<file path="config.mk">
export PLATFORM = sky130hd
export DESIGN_NAME = gsp_top
export DESIGN_NICKNAME = d
export VERILOG_FILES = /design/src/rtl/gsp_top.v
export VERILOG_INCLUDE_DIRS = /design/src /design/src/rtl
export SDC_FILE = /design/constraint.sdc
export NUM_CORES = 1
export LEC_CHECK = 0
export BUFFER_PORTS_ARGS = -buffer_cell sky130_fd_sc_hd__buf_2
export CELL_PAD_IN_SITES_DETAIL_PLACEMENT = 1
export CELL_PAD_IN_SITES_GLOBAL_PLACEMENT = 1
export CORE_MARGIN = 4
export CORE_UTILIZATION = 37
export DETAILED_ROUTE_END_ITERATION = 10
export GPL_TIMING_DRIVEN = 0
export PLACE_DENSITY_LB_ADDON = 0.05
export SYNTH_ARGS = -nofsm -noshare
export SYNTH_HDL_FRONTEND = slang
export SYNTH_SLANG_ARGS = --single-unit
</file>
<file path="constraint.sdc">
create_clock -name aclk -period 2.2 [get_ports aclk]
set_input_delay 0.11 -clock aclk [delete_from_list [all_inputs] [get_ports aclk]]
set_output_delay 0.11 -clock aclk [all_outputs]
set_load 0.02 [all_outputs]
</file>
<file path="src/rtl/gsp_defines.vh">
// register indices, field positions, reset values and bus codes of the port block
`ifndef GSP_DEFINES_VH
`define GSP_DEFINES_VH

// *****************************************************************
// register indices (byte address is four times the index)
// *****************************************************************
`define GSP_IDX_SER_DATA      8'h24
`define GSP_IDX_SER_ODE       8'h25
`define GSP_IDX_SER_DIR       8'h26
`define GSP_IDX_SER_FUNC      8'h27
`define GSP_IDX_PUP_DATA      8'h28
`define GSP_IDX_TMR_DATA      8'h29
`define GSP_IDX_TMR_DIR       8'h2a
`define GSP_IDX_TMR_FUNC      8'h2b

// *****************************************************************
// widths and reset values
// *****************************************************************
`define GSP_SER_W             3
`define GSP_PUP_W             4
`define GSP_TMR_W             5
`define GSP_SER_LATCH_RST     3'h7
`define GSP_SER_DIR_RST       3'h0
`define GSP_SER_FUNC_RST      3'h0
`define GSP_SER_ODE_RST       3'h0
`define GSP_TMR_LATCH_RST     5'h00
`define GSP_TMR_DIR_RST       5'h00
`define GSP_TMR_FUNC_RST      5'h00

// *****************************************************************
// serial port field positions
// *****************************************************************
`define GSP_SER_CLK_BIT       0
`define GSP_SER_DOUT_BIT      1
`define GSP_SER_DIN_BIT       2

// *****************************************************************
// timer port: pin index inside the 5-bit group; the data word puts pins 0 to 4 on bits 0, 1, 3, 5 and 6
// *****************************************************************
`define GSP_TMR_PIN_T0IN      0
`define GSP_TMR_PIN_IRQ1      1
`define GSP_TMR_PIN_IRQ0      2
`define GSP_TMR_PIN_IRQ2      3
`define GSP_TMR_PIN_IRQ3      4

// *****************************************************************
// axi response codes
// *****************************************************************
`define GSP_RESP_OKAY         2'h0
`define GSP_RESP_SLVERR       2'h2

`endif

</file>
<file path="src/rtl/gsp_top.v">
// general-purpose port block: serial-capable, pull-up input and timer/interrupt pin groups behind axi4-lite
`timescale 1ns/10ps
`default_nettype none
`include "gsp_defines.vh"

// How it works
// RULE1: the serial port data word reads pins on bits 0 to 2, is writable there, and its output latch resets to ones.
// RULE2: serial direction and function-select registers reset to zero so every serial pin starts as an input.
// RULE3: serial function bit 0 low keeps a port pin that feeds serial clock in, high drives the serial clock out.
// RULE4: serial function bit 1 low is a plain port, high drives serial data out or the two-wire data line.
// RULE5: serial function bit 2 low keeps a port pin that feeds serial data in, high joins the two-wire clock line.
// RULE6: software using serial data in or serial clock in leaves function bits 2 and 0 at zero.
// RULE7: software does no read-modify-write on the write-only serial control registers, which read as zero.
// RULE8: the pull-up port has pull-ups and a read-only word returning live pins on bits 7, 2, 1 and 0.
// RULE9: the timer port has five pins, each set as input or output on its own.
// RULE10: timer port direction and function registers reset to zero, so all its pins start as inputs.
// RULE11: setting matching direction and function bits routes a timer pin to its timer or interrupt role.
// RULE12: the timer port roles are one timer input, three timer outputs and interrupt inputs 0 to 3.
// RULE13: timer port pin 0 also feeds the external input of timer channel 0.
// RULE14: timer port pin 0 has no function bit and always feeds timer channel 0, even as a port input.
// RULE15: a timer port pin in output mode reads back its pin level, never the output latch.
// RULE16: each serial open-drain bit makes that pin's driver open-drain when set and push-pull when clear.
module gsp_top #(
    parameter ADDR_W = 8
) (
    // clock and reset
    input wire aclk,
    input wire aresetn,
    // axi4-lite write address
    input wire [ADDR_W-1:0] s_axi_awaddr,
    input wire [2:0] s_axi_awprot,
    input wire s_axi_awvalid,
    output wire s_axi_awready,
    // axi4-lite write data
    input wire [31:0] s_axi_wdata,
    input wire [3:0] s_axi_wstrb,
    input wire s_axi_wvalid,
    output wire s_axi_wready,
    // axi4-lite write response
    output wire [1:0] s_axi_bresp,
    output wire s_axi_bvalid,
    input wire s_axi_bready,
    // axi4-lite read address
    input wire [ADDR_W-1:0] s_axi_araddr,
    input wire [2:0] s_axi_arprot,
    input wire s_axi_arvalid,
    output wire s_axi_arready,
    // axi4-lite read data
    output wire [31:0] s_axi_rdata,
    output wire [1:0] s_axi_rresp,
    output wire s_axi_rvalid,
    input wire s_axi_rready,
    // serial-capable pins (pin 0 clock, pin 1 data out, pin 2 data in)
    input wire [`GSP_SER_W-1:0] ser_pin_in,
    output wire [`GSP_SER_W-1:0] ser_pin_out,
    output wire [`GSP_SER_W-1:0] ser_pin_oe,
    // serial unit side
    input wire serial_clock_out,
    input wire serial_data_out,
    input wire two_wire_mode,
    input wire two_wire_data_out,
    input wire two_wire_clock_out,
    output wire serial_clock_in,
    output wire serial_data_in,
    output wire two_wire_data_in,
    output wire two_wire_clock_in,
    // pull-up input pins (bits 0, 1, 2 and 7 of the data word)
    input wire [`GSP_PUP_W-1:0] pup_pin_in,
    output wire [`GSP_PUP_W-1:0] pup_pullup_en,
    // timer/interrupt pins
    input wire [`GSP_TMR_W-1:0] tmr_pin_in,
    output wire [`GSP_TMR_W-1:0] tmr_pin_out,
    output wire [`GSP_TMR_W-1:0] tmr_pin_oe,
    // timer and interrupt unit side
    input wire timer1_output,
    input wire timer3_output,
    input wire wide_timer0_output0,
    output wire timer0_external_input,
    output wire ext_irq_input_0,
    output wire ext_irq_input_1,
    output wire ext_irq_input_2,
    output wire ext_irq_input_3
);

    // *****************************************************************
    // pin synchronisers
    // *****************************************************************
    reg [`GSP_SER_W-1:0] ser_meta_q;
    reg [`GSP_SER_W-1:0] ser_sync_q;
    reg [`GSP_PUP_W-1:0] pup_meta_q;
    reg [`GSP_PUP_W-1:0] pup_sync_q;
    reg [`GSP_TMR_W-1:0] tmr_meta_q;
    reg [`GSP_TMR_W-1:0] tmr_sync_q;

    // every pin passes two flops; only the second stage is read
    always @(posedge aclk) begin
        if (!aresetn) begin
            ser_meta_q <= 3'h0;
            ser_sync_q <= 3'h0;
            pup_meta_q <= 4'h0;
            pup_sync_q <= 4'h0;
            tmr_meta_q <= 5'h00;
            tmr_sync_q <= 5'h00;
        end else begin
            ser_meta_q <= ser_pin_in;
            ser_sync_q <= ser_meta_q;
            pup_meta_q <= pup_pin_in;
            pup_sync_q <= pup_meta_q;
            tmr_meta_q <= tmr_pin_in;
            tmr_sync_q <= tmr_meta_q;
        end
    end

    // *****************************************************************
    // configuration registers
    // *****************************************************************
    reg [`GSP_SER_W-1:0] ser_latch_q;
    reg [`GSP_SER_W-1:0] ser_dir_q;
    reg [`GSP_SER_W-1:0] ser_func_q;
    reg [`GSP_SER_W-1:0] ser_ode_q;
    reg [`GSP_TMR_W-1:0] tmr_latch_q;
    reg [`GSP_TMR_W-1:0] tmr_dir_q;
    reg [`GSP_TMR_W-1:0] tmr_func_q;

    // *****************************************************************
    // axi4-lite write channel
    // *****************************************************************
    reg aw_have_q;
    reg w_have_q;
    reg [ADDR_W-1:0] aw_addr_q;
    reg [7:0] w_byte_q;
    reg w_lane0_q;
    reg bvalid_q;
    reg [1:0] bresp_q;
    wire [7:0] wr_idx;
    wire wr_fire;
    reg wr_hit;

    // address and data are taken in either order; one write at a time
    assign s_axi_awready = !aw_have_q && !bvalid_q;
    assign s_axi_wready = !w_have_q && !bvalid_q;
    assign s_axi_bvalid = bvalid_q;
    assign s_axi_bresp = bresp_q;
    assign wr_idx = {{(10-ADDR_W){1'b0}}, aw_addr_q[ADDR_W-1:2]};
    assign wr_fire = aw_have_q && w_have_q && !bvalid_q;

    // decode of the held write address; the pull-up word is mapped but read-only
    always @* begin
        case (wr_idx)
            `GSP_IDX_SER_DATA, `GSP_IDX_SER_ODE, `GSP_IDX_SER_DIR, `GSP_IDX_SER_FUNC,
            `GSP_IDX_PUP_DATA, `GSP_IDX_TMR_DATA, `GSP_IDX_TMR_DIR, `GSP_IDX_TMR_FUNC: begin
                wr_hit = 1'b1;
            end
            default: begin
                wr_hit = 1'b0;
            end
        endcase
    end

    // capture the two halves of a write, then answer once both are held
    always @(posedge aclk) begin
        if (!aresetn) begin
            aw_have_q <= 1'b0;
            w_have_q <= 1'b0;
            aw_addr_q <= {ADDR_W{1'b0}};
            w_byte_q <= 8'h00;
            w_lane0_q <= 1'b0;
            bvalid_q <= 1'b0;
            bresp_q <= `GSP_RESP_OKAY;
        end else begin
            if (s_axi_awvalid && s_axi_awready) begin
                aw_have_q <= 1'b1;
                aw_addr_q <= s_axi_awaddr;
            end
            if (s_axi_wvalid && s_axi_wready) begin
                w_have_q <= 1'b1;
                w_byte_q <= s_axi_wdata[7:0];
                w_lane0_q <= s_axi_wstrb[0];
            end
            if (wr_fire) begin
                aw_have_q <= 1'b0;
                w_have_q <= 1'b0;
                bvalid_q <= 1'b1;
                bresp_q <= wr_hit ? `GSP_RESP_OKAY : `GSP_RESP_SLVERR;
            end else if (bvalid_q && s_axi_bready) begin
                bvalid_q <= 1'b0;
            end
        end
    end

    // register updates; only byte lane 0 carries data, other lanes are ignored
    always @(posedge aclk) begin
        if (!aresetn) begin
            ser_latch_q <= `GSP_SER_LATCH_RST; // [RULE1]
            ser_dir_q <= `GSP_SER_DIR_RST; // [RULE2]
            ser_func_q <= `GSP_SER_FUNC_RST; // [RULE2]
            ser_ode_q <= `GSP_SER_ODE_RST;
            tmr_latch_q <= `GSP_TMR_LATCH_RST;
            tmr_dir_q <= `GSP_TMR_DIR_RST; // [RULE10]
            tmr_func_q <= `GSP_TMR_FUNC_RST; // [RULE10]
        end else if (wr_fire && w_lane0_q) begin
            case (wr_idx)
                `GSP_IDX_SER_DATA: begin
                    ser_latch_q <= w_byte_q[2:0]; // [RULE1]
                end
                `GSP_IDX_SER_ODE: begin
                    ser_ode_q <= w_byte_q[2:0]; // [RULE16]
                end
                `GSP_IDX_SER_DIR: begin
                    ser_dir_q <= w_byte_q[2:0];
                end
                `GSP_IDX_SER_FUNC: begin
                    ser_func_q <= w_byte_q[2:0];
                end
                `GSP_IDX_TMR_DATA: begin
                    tmr_latch_q <= {w_byte_q[6], w_byte_q[5], w_byte_q[3], w_byte_q[1], w_byte_q[0]};
                end
                `GSP_IDX_TMR_DIR: begin
                    tmr_dir_q <= {w_byte_q[6], w_byte_q[5], w_byte_q[3], w_byte_q[1], w_byte_q[0]}; // [RULE9]
                end
                `GSP_IDX_TMR_FUNC: begin
                    tmr_func_q <= {w_byte_q[6], w_byte_q[5], w_byte_q[3], w_byte_q[1], w_byte_q[0]}; // [RULE11]
                end
                default: begin
                    ser_latch_q <= ser_latch_q;
                end
            endcase
        end
    end

    // *****************************************************************
    // axi4-lite read channel
    // *****************************************************************
    reg rvalid_q;
    reg [31:0] rdata_q;
    reg [1:0] rresp_q;
    reg [7:0] rd_byte;
    reg rd_hit;
    wire [7:0] rd_idx;

    assign s_axi_arready = !rvalid_q;
    assign s_axi_rvalid = rvalid_q;
    assign s_axi_rdata = rdata_q;
    assign s_axi_rresp = rresp_q;
    assign rd_idx = {{(10-ADDR_W){1'b0}}, s_axi_araddr[ADDR_W-1:2]};

    // read mux; control registers cannot be read back, so software must keep its own copy
    always @* begin
        rd_byte = 8'h00;
        rd_hit = 1'b1;
        case (rd_idx)
            `GSP_IDX_SER_DATA: begin
                rd_byte = {5'h00, ser_sync_q}; // [RULE1]
            end
            `GSP_IDX_SER_ODE, `GSP_IDX_SER_DIR, `GSP_IDX_SER_FUNC,
            `GSP_IDX_TMR_DIR, `GSP_IDX_TMR_FUNC: begin
                rd_byte = 8'h00; // [RULE7]
            end
            `GSP_IDX_PUP_DATA: begin
                rd_byte = {pup_sync_q[3], 4'h0, pup_sync_q[2:0]}; // [RULE8]
            end
            `GSP_IDX_TMR_DATA: begin
                // pins read in every mode, so an output never shows its latch
                rd_byte = {1'b0, tmr_sync_q[4], tmr_sync_q[3], 1'b0, tmr_sync_q[2], 1'b0,
                           tmr_sync_q[1], tmr_sync_q[0]}; // [RULE15]
            end
            default: begin
                rd_hit = 1'b0;
            end
        endcase
    end

    // one read at a time; the answer follows the address by one cycle
    always @(posedge aclk) begin
        if (!aresetn) begin
            rvalid_q <= 1'b0;
            rdata_q <= 32'h00000000;
            rresp_q <= `GSP_RESP_OKAY;
        end else if (s_axi_arvalid && s_axi_arready) begin
            rvalid_q <= 1'b1;
            rdata_q <= {24'h000000, rd_byte};
            rresp_q <= rd_hit ? `GSP_RESP_OKAY : `GSP_RESP_SLVERR;
        end else if (rvalid_q && s_axi_rready) begin
            rvalid_q <= 1'b0;
        end
    end

    // *****************************************************************
    // serial-capable pin group
    // *****************************************************************
    reg [`GSP_SER_W-1:0] ser_val;
    reg [`GSP_SER_W-1:0] ser_out_q;
    reg [`GSP_SER_W-1:0] ser_oe_q;
    integer i;

    // pick latch or alternate source per pin; the direction bit still gates the driver
    always @* begin
        ser_val = ser_latch_q;
        if (ser_func_q[`GSP_SER_CLK_BIT])
            ser_val[`GSP_SER_CLK_BIT] = serial_clock_out; // [RULE3]
        if (ser_func_q[`GSP_SER_DOUT_BIT])
            ser_val[`GSP_SER_DOUT_BIT] = two_wire_mode ? two_wire_data_out : serial_data_out; // [RULE4]
        if (ser_func_q[`GSP_SER_DIN_BIT])
            ser_val[`GSP_SER_DIN_BIT] = two_wire_clock_out; // [RULE5]
    end

    // registered drivers; open-drain drives low only and releases for a high
    always @(posedge aclk) begin
        if (!aresetn) begin
            ser_out_q <= 3'h0;
            ser_oe_q <= 3'h0;
        end else begin
            for (i = 0; i < `GSP_SER_W; i = i + 1) begin
                if (ser_ode_q[i]) begin
                    ser_out_q[i] <= 1'b0; // [RULE16]
                    ser_oe_q[i] <= ser_dir_q[i] && !ser_val[i]; // [RULE16]
                end else begin
                    ser_out_q[i] <= ser_val[i];
                    ser_oe_q[i] <= ser_dir_q[i];
                end
            end
        end
    end

    assign ser_pin_out = ser_out_q;
    assign ser_pin_oe = ser_oe_q;
    // inputs to the serial unit idle high while the pin is switched to another role
    assign serial_clock_in = ser_func_q[`GSP_SER_CLK_BIT] ? 1'b1 : ser_sync_q[`GSP_SER_CLK_BIT]; // [RULE3]
    assign serial_data_in = ser_func_q[`GSP_SER_DIN_BIT] ? 1'b1 : ser_sync_q[`GSP_SER_DIN_BIT]; // [RULE5]
    assign two_wire_data_in = ser_func_q[`GSP_SER_DOUT_BIT] ? ser_sync_q[`GSP_SER_DOUT_BIT] : 1'b1; // [RULE4]
    assign two_wire_clock_in = ser_func_q[`GSP_SER_DIN_BIT] ? ser_sync_q[`GSP_SER_DIN_BIT] : 1'b1; // [RULE5]

    // *****************************************************************
    // pull-up input pin group
    // *****************************************************************
    // pull-ups are always on; there is no control to turn them off
    assign pup_pullup_en = {`GSP_PUP_W{1'b1}}; // [RULE8]

    // *****************************************************************
    // timer/interrupt pin group
    // *****************************************************************
    reg [`GSP_TMR_W-1:0] tmr_val;
    reg [`GSP_TMR_W-1:0] tmr_out_q;
    reg [`GSP_TMR_W-1:0] tmr_oe_q;
    wire [`GSP_TMR_W-1:0] tmr_alt_in;

    // function plus output routes the timer outputs; pin 0 and the irq0 pin have no timer output
    always @* begin
        tmr_val = tmr_latch_q;
        if (tmr_func_q[`GSP_TMR_PIN_IRQ1])
            tmr_val[`GSP_TMR_PIN_IRQ1] = timer1_output; // [RULE11] [RULE12]
        if (tmr_func_q[`GSP_TMR_PIN_IRQ2])
            tmr_val[`GSP_TMR_PIN_IRQ2] = timer3_output; // [RULE11] [RULE12]
        if (tmr_func_q[`GSP_TMR_PIN_IRQ3])
            tmr_val[`GSP_TMR_PIN_IRQ3] = wide_timer0_output0; // [RULE11] [RULE12]
    end

    // each pin drives only when its own direction bit is set
    always @(posedge aclk) begin
        if (!aresetn) begin
            tmr_out_q <= 5'h00;
            tmr_oe_q <= 5'h00;
        end else begin
            tmr_out_q <= tmr_val;
            tmr_oe_q <= tmr_dir_q; // [RULE9]
        end
    end

    assign tmr_pin_out = tmr_out_q;
    assign tmr_pin_oe = tmr_oe_q;
    // interrupt role is function set with the pin kept as input
    assign tmr_alt_in = tmr_func_q & ~tmr_dir_q & tmr_sync_q; // [RULE11]
    assign ext_irq_input_0 = tmr_alt_in[`GSP_TMR_PIN_IRQ0]; // [RULE12]
    assign ext_irq_input_1 = tmr_alt_in[`GSP_TMR_PIN_IRQ1]; // [RULE12]
    assign ext_irq_input_2 = tmr_alt_in[`GSP_TMR_PIN_IRQ2]; // [RULE12]
    assign ext_irq_input_3 = tmr_alt_in[`GSP_TMR_PIN_IRQ3]; // [RULE12]
    // no gating here: the timer sees this pin in every mode
    assign timer0_external_input = tmr_sync_q[`GSP_TMR_PIN_T0IN]; // [RULE13] [RULE14]

endmodule // gsp_top

`default_nettype wire

</file>
==> reports/metrics.yaml <==
post_synth_inst_count: 356
synth-async-reset-ratio_pct: 0
combined_flip_flop_and_latch_cell_area_mm2: 0.00184
worst-r2r-setup-slack_ps: 530
io-pin-count: 155
layout.filler_cells: 1124
worstSetupPathType: "reg -> reg"
root_buffer: "sky130_fd_sc_hd__clkbuf_8"
drt-total-wl_um: 8620
cp_data_arrival_time_ps: 1950
vdd_drop_max_uv: 342
reg2regPathDepth: 5
multi_input_comb_area_mm2: 0.00148
synth_flop_cell: "sky130_fd_sc_hd__dfxtp_1"
yosysSeqAreaShare_pct: 52.1
timing.critical_path.to: "tmr_func_q[1]"
drt-vias-per-instance: 4.35
setup_total_negative_slack_ps: 0
period_share_pct: 76.0
worstHoldPathType: "in -> reg"
htreeDepth: 3
rows: 35
gpl.final_weighted_congestion: 0.751
worst_path_max_delay_cell: "sky130_fd_sc_hd__nor2_1"
num_cts_buffers: 9
worstSetupPathDepth: 5
count_of_buffers_from_port_buffering: 83
avgSynthCellArea_um2: 9.94
grt_usage_pct: 16.0
crit_path_max_fanout: 8
post-place-cells: 597
required_ps: 2480
synth.ff_latch_count: 92
slew_viol_final: 0
r2r_start: "s_axi_bvalid"
cp-start-kind: "register"
vias: 2742
drt-pass1-iter-count: 4
num-nets-final: 582
cp_cell_sequence: "and4b_1 -> buf_4 -> nand3b_1 -> nor2_1 -> mux2i_1"
cts.clk_slew.worst_paths_ps: 100
antenna_left: 0
cts.path.max_buffers: 2
numClockSinks: 92
max_clock_freq_mhz: 598
drc: 0
height_of_the_die_um: 106
die_width_um: 106
finalSetupViolations: 0
post_synth_edffs: 0
antenna-diode-count: 0
grt_antenna_before_repair: 0
unrepaired_setup_endpoints_after_global_routing: "false"
regToRegEndpoint: "tmr_func_q[1]"
detailedRoute.firstIterationViolations: 57
layout-drive-gt1-share_pct: 27.5
yosysUniqueCellTypes: 37
critPathTopFamily: "simple AND/OR/NAND/NOR gates"
cp-startpoint: "s_axi_bvalid"
worstMarginPinSlew_ps: 617
timing_hold_violations_final: 0
finClkSkew_ps: 14.6
fp.coreArea_mm2: 0.00928
gr_ovfl_total: 0
timing.critical_path.buf_inv: 1
highest_cell_delay_on_the_worst_timing_path_ps: 470
hpwl_um: 6500
instances_no_fill: 631
min_period_ps: 1670
p_leak_nw: 2.14
power.density_mw_per_mm2: 709
grt_pass1_vias: 2890
syn_to_final_growth_pct: 30.2
starting_density_of_the_core_pct: 38.1
cts_tree: "built"
max-cap-violations: 0
max_slew_margin_pct: 58.9
grt_start_max_net_pins: 18
run_status: "finished clean"
synthesis.area_mm2: 0.00354
worst_setup_path_end_kind: "register"
post_dr_wirelength_cell_um: 13.7
synthesis.yosys.warnings: 0
wire_length_of_the_first_global_routing_pass_um: 14200
clkLatencyLatePin_ps: 360
dieArea_mm2: 0.0112
-- layout by cell type, fill, tap and decap left out, types with 8 or more instances in the layout --
master	n
sky130_fd_sc_hd__nand3_1	15
sky130_fd_sc_hd__o21ai_0	12
sky130_fd_sc_hd__conb_1	31
sky130_fd_sc_hd__nor2b_1	25
sky130_fd_sc_hd__dlygate4sd3_1	18
sky130_fd_sc_hd__mux2i_1	37
sky130_fd_sc_hd__nand2_1	38
sky130_fd_sc_hd__dfxtp_1	92
sky130_fd_sc_hd__buf_2	85
sky130_fd_sc_hd__and2_1	29
sky130_fd_sc_hd__clkbuf_8	9
sky130_fd_sc_hd__nor2_1	8
sky130_fd_sc_hd__buf_4	32
sky130_fd_sc_hd__clkbuf_1	11
-- cells in the mapped netlist (2+ instances only) --
| master | number | area share (%) |
|---|---|---|
| sky130_fd_sc_hd__and2_1 | 29 | 5.1 |
| sky130_fd_sc_hd__mux2i_1 | 37 | 10 |
| sky130_fd_sc_hd__a21boi_0 | 5 | 1.1 |
| sky130_fd_sc_hd__conb_1 | 2 | 0.21 |
| sky130_fd_sc_hd__nor3b_1 | 5 | 1.1 |
| sky130_fd_sc_hd__nor2b_1 | 25 | 4.4 |
| sky130_fd_sc_hd__nand2b_1 | 4 | 0.71 |
| sky130_fd_sc_hd__clkbuf_1 | 11 | 1.2 |
| sky130_fd_sc_hd__o21ai_0 | 12 | 1.7 |
| sky130_fd_sc_hd__and3b_1 | 4 | 0.99 |
| sky130_fd_sc_hd__a21oi_1 | 5 | 0.71 |
| sky130_fd_sc_hd__and4b_1 | 2 | 0.57 |
| sky130_fd_sc_hd__a32o_1 | 2 | 0.57 |
| sky130_fd_sc_hd__a31oi_1 | 2 | 0.35 |
| sky130_fd_sc_hd__inv_1 | 6 | 0.64 |
| sky130_fd_sc_hd__buf_2 | 2 | 0.28 |
| sky130_fd_sc_hd__nor2_1 | 8 | 0.85 |
| sky130_fd_sc_hd__or2_2 | 3 | 0.53 |
| sky130_fd_sc_hd__buf_4 | 32 | 6.8 |
| sky130_fd_sc_hd__nand3_1 | 15 | 2.1 |
| sky130_fd_sc_hd__nand2_1 | 38 | 4.0 |
| sky130_fd_sc_hd__dfxtp_1 | 92 | 52 |
-- cell type report --
class                           count  share of cell area (%)
Sequential cell                    92                    40.0
Inverter                            6                   0.489
Multi-Input combinational cell    241                    32.1
Clock buffer                        9                    2.69
Clock inverter                      7                    1.74
Buffer                             46                    6.57
Timing Repair Buffer              101                    12.9
Tap cell                          129                    3.50
-- what timing repair did --
item / CTS / global route
resized for setup: 0 / 0
setup buffers: 0 / 0
hold buffers: 18 / 0
hold endpoints to repair: 17 / 0
-- metal layers --
layer  vias up  GRT usage, %  share of wire [%]
li1       1402             -                  -
met1      1256          20.7                 47
met2        74          26.5                 47
met3        10          3.18                4.6
met4         0          5.64                1.1
met5         -             0                  0
-- cell families after synthesis --
| kind of cell | Yosys count | share of synthesized area [%] |
|---|---|---|
| XOR/XNOR | 2 | 0.495 |
| other | 2 | 0.212 |
| buffers and inverters | 52 | 9.19 |
| multiplexers | 37 | 10.5 |
| AND/OR/NAND/NOR | 141 | 22.2 |
| flip-flops | 92 | 52.1 |
| AO/OA/AOI/OAI | 30 | 5.38 |
-- how the worst min path moves through the flow --
stage	cells past startpoint	slack [ps]	to	startpoint
finish	3	20	w_byte_q[0]	s_axi_wdata[0]
global placement	2	320	ser_meta_q[0]	ser_pin_in[0]
global route	3	30	w_byte_q[0]	s_axi_wdata[0]
floorplan	1	240	pup_meta_q[0]	pup_pin_in[0]
CTS	3	0.3	w_byte_q[0]	s_axi_wdata[0]
detailed placement	2	320	ser_meta_q[0]	ser_pin_in[0]
-- power by group --
group | internal (W) | switching, W | leakage (nW)
logic | 0.000164 | 0.000189 | 1.28
clock network | 0.000544 | 0.000626 | 0.103
registers | 0.00171 | 0.0000316 | 0.751
total | 0.00242 | 0.000847 | 2.14
-- sequential cells by signal (all words and copies together), names as in the netlist, 5 cells and up --
name / flops
s_axi_rdata: 7
tmr_pin_out: 5
w_byte_q: 6
tmr_dir_q: 5
tmr_meta_q: 5
tmr_latch_q: 5
aw_addr_q: 6
tmr_pin_oe: 5
tmr_sync_q: 5
-- worst reg2reg max path: cells and delay by family, from the launching register on --
kind / cells / cell delay [ps]
AND/OR/NAND/NOR: 3 / 840
flip-flops: 1 / 380
multiplexers: 1 / 250
buffers and inverters: 1 / 130
-- per-stage QoR --
step / setup WS, ps / hold WS (ps) / utilization (%) / total power, W / instance area (um2)
finish: 529 / 17.7 / 49.6 / 0.00327 / 4610
global route: 385 / 29.9 / 49.6 / 0.00342 / 4610
CTS: 526 / 0.275 / 49.6 / 0.00331 / 4610
detailed placement: 261 / 321 / 45.5 / 0.00211 / 4220
global placement: 352 / 318 / 45.5 / 0.00210 / 4220
floorplan: 661 / 237 / - / 0.00200 / 3650
No activity file was read; power rests on OpenSTA's default activity.
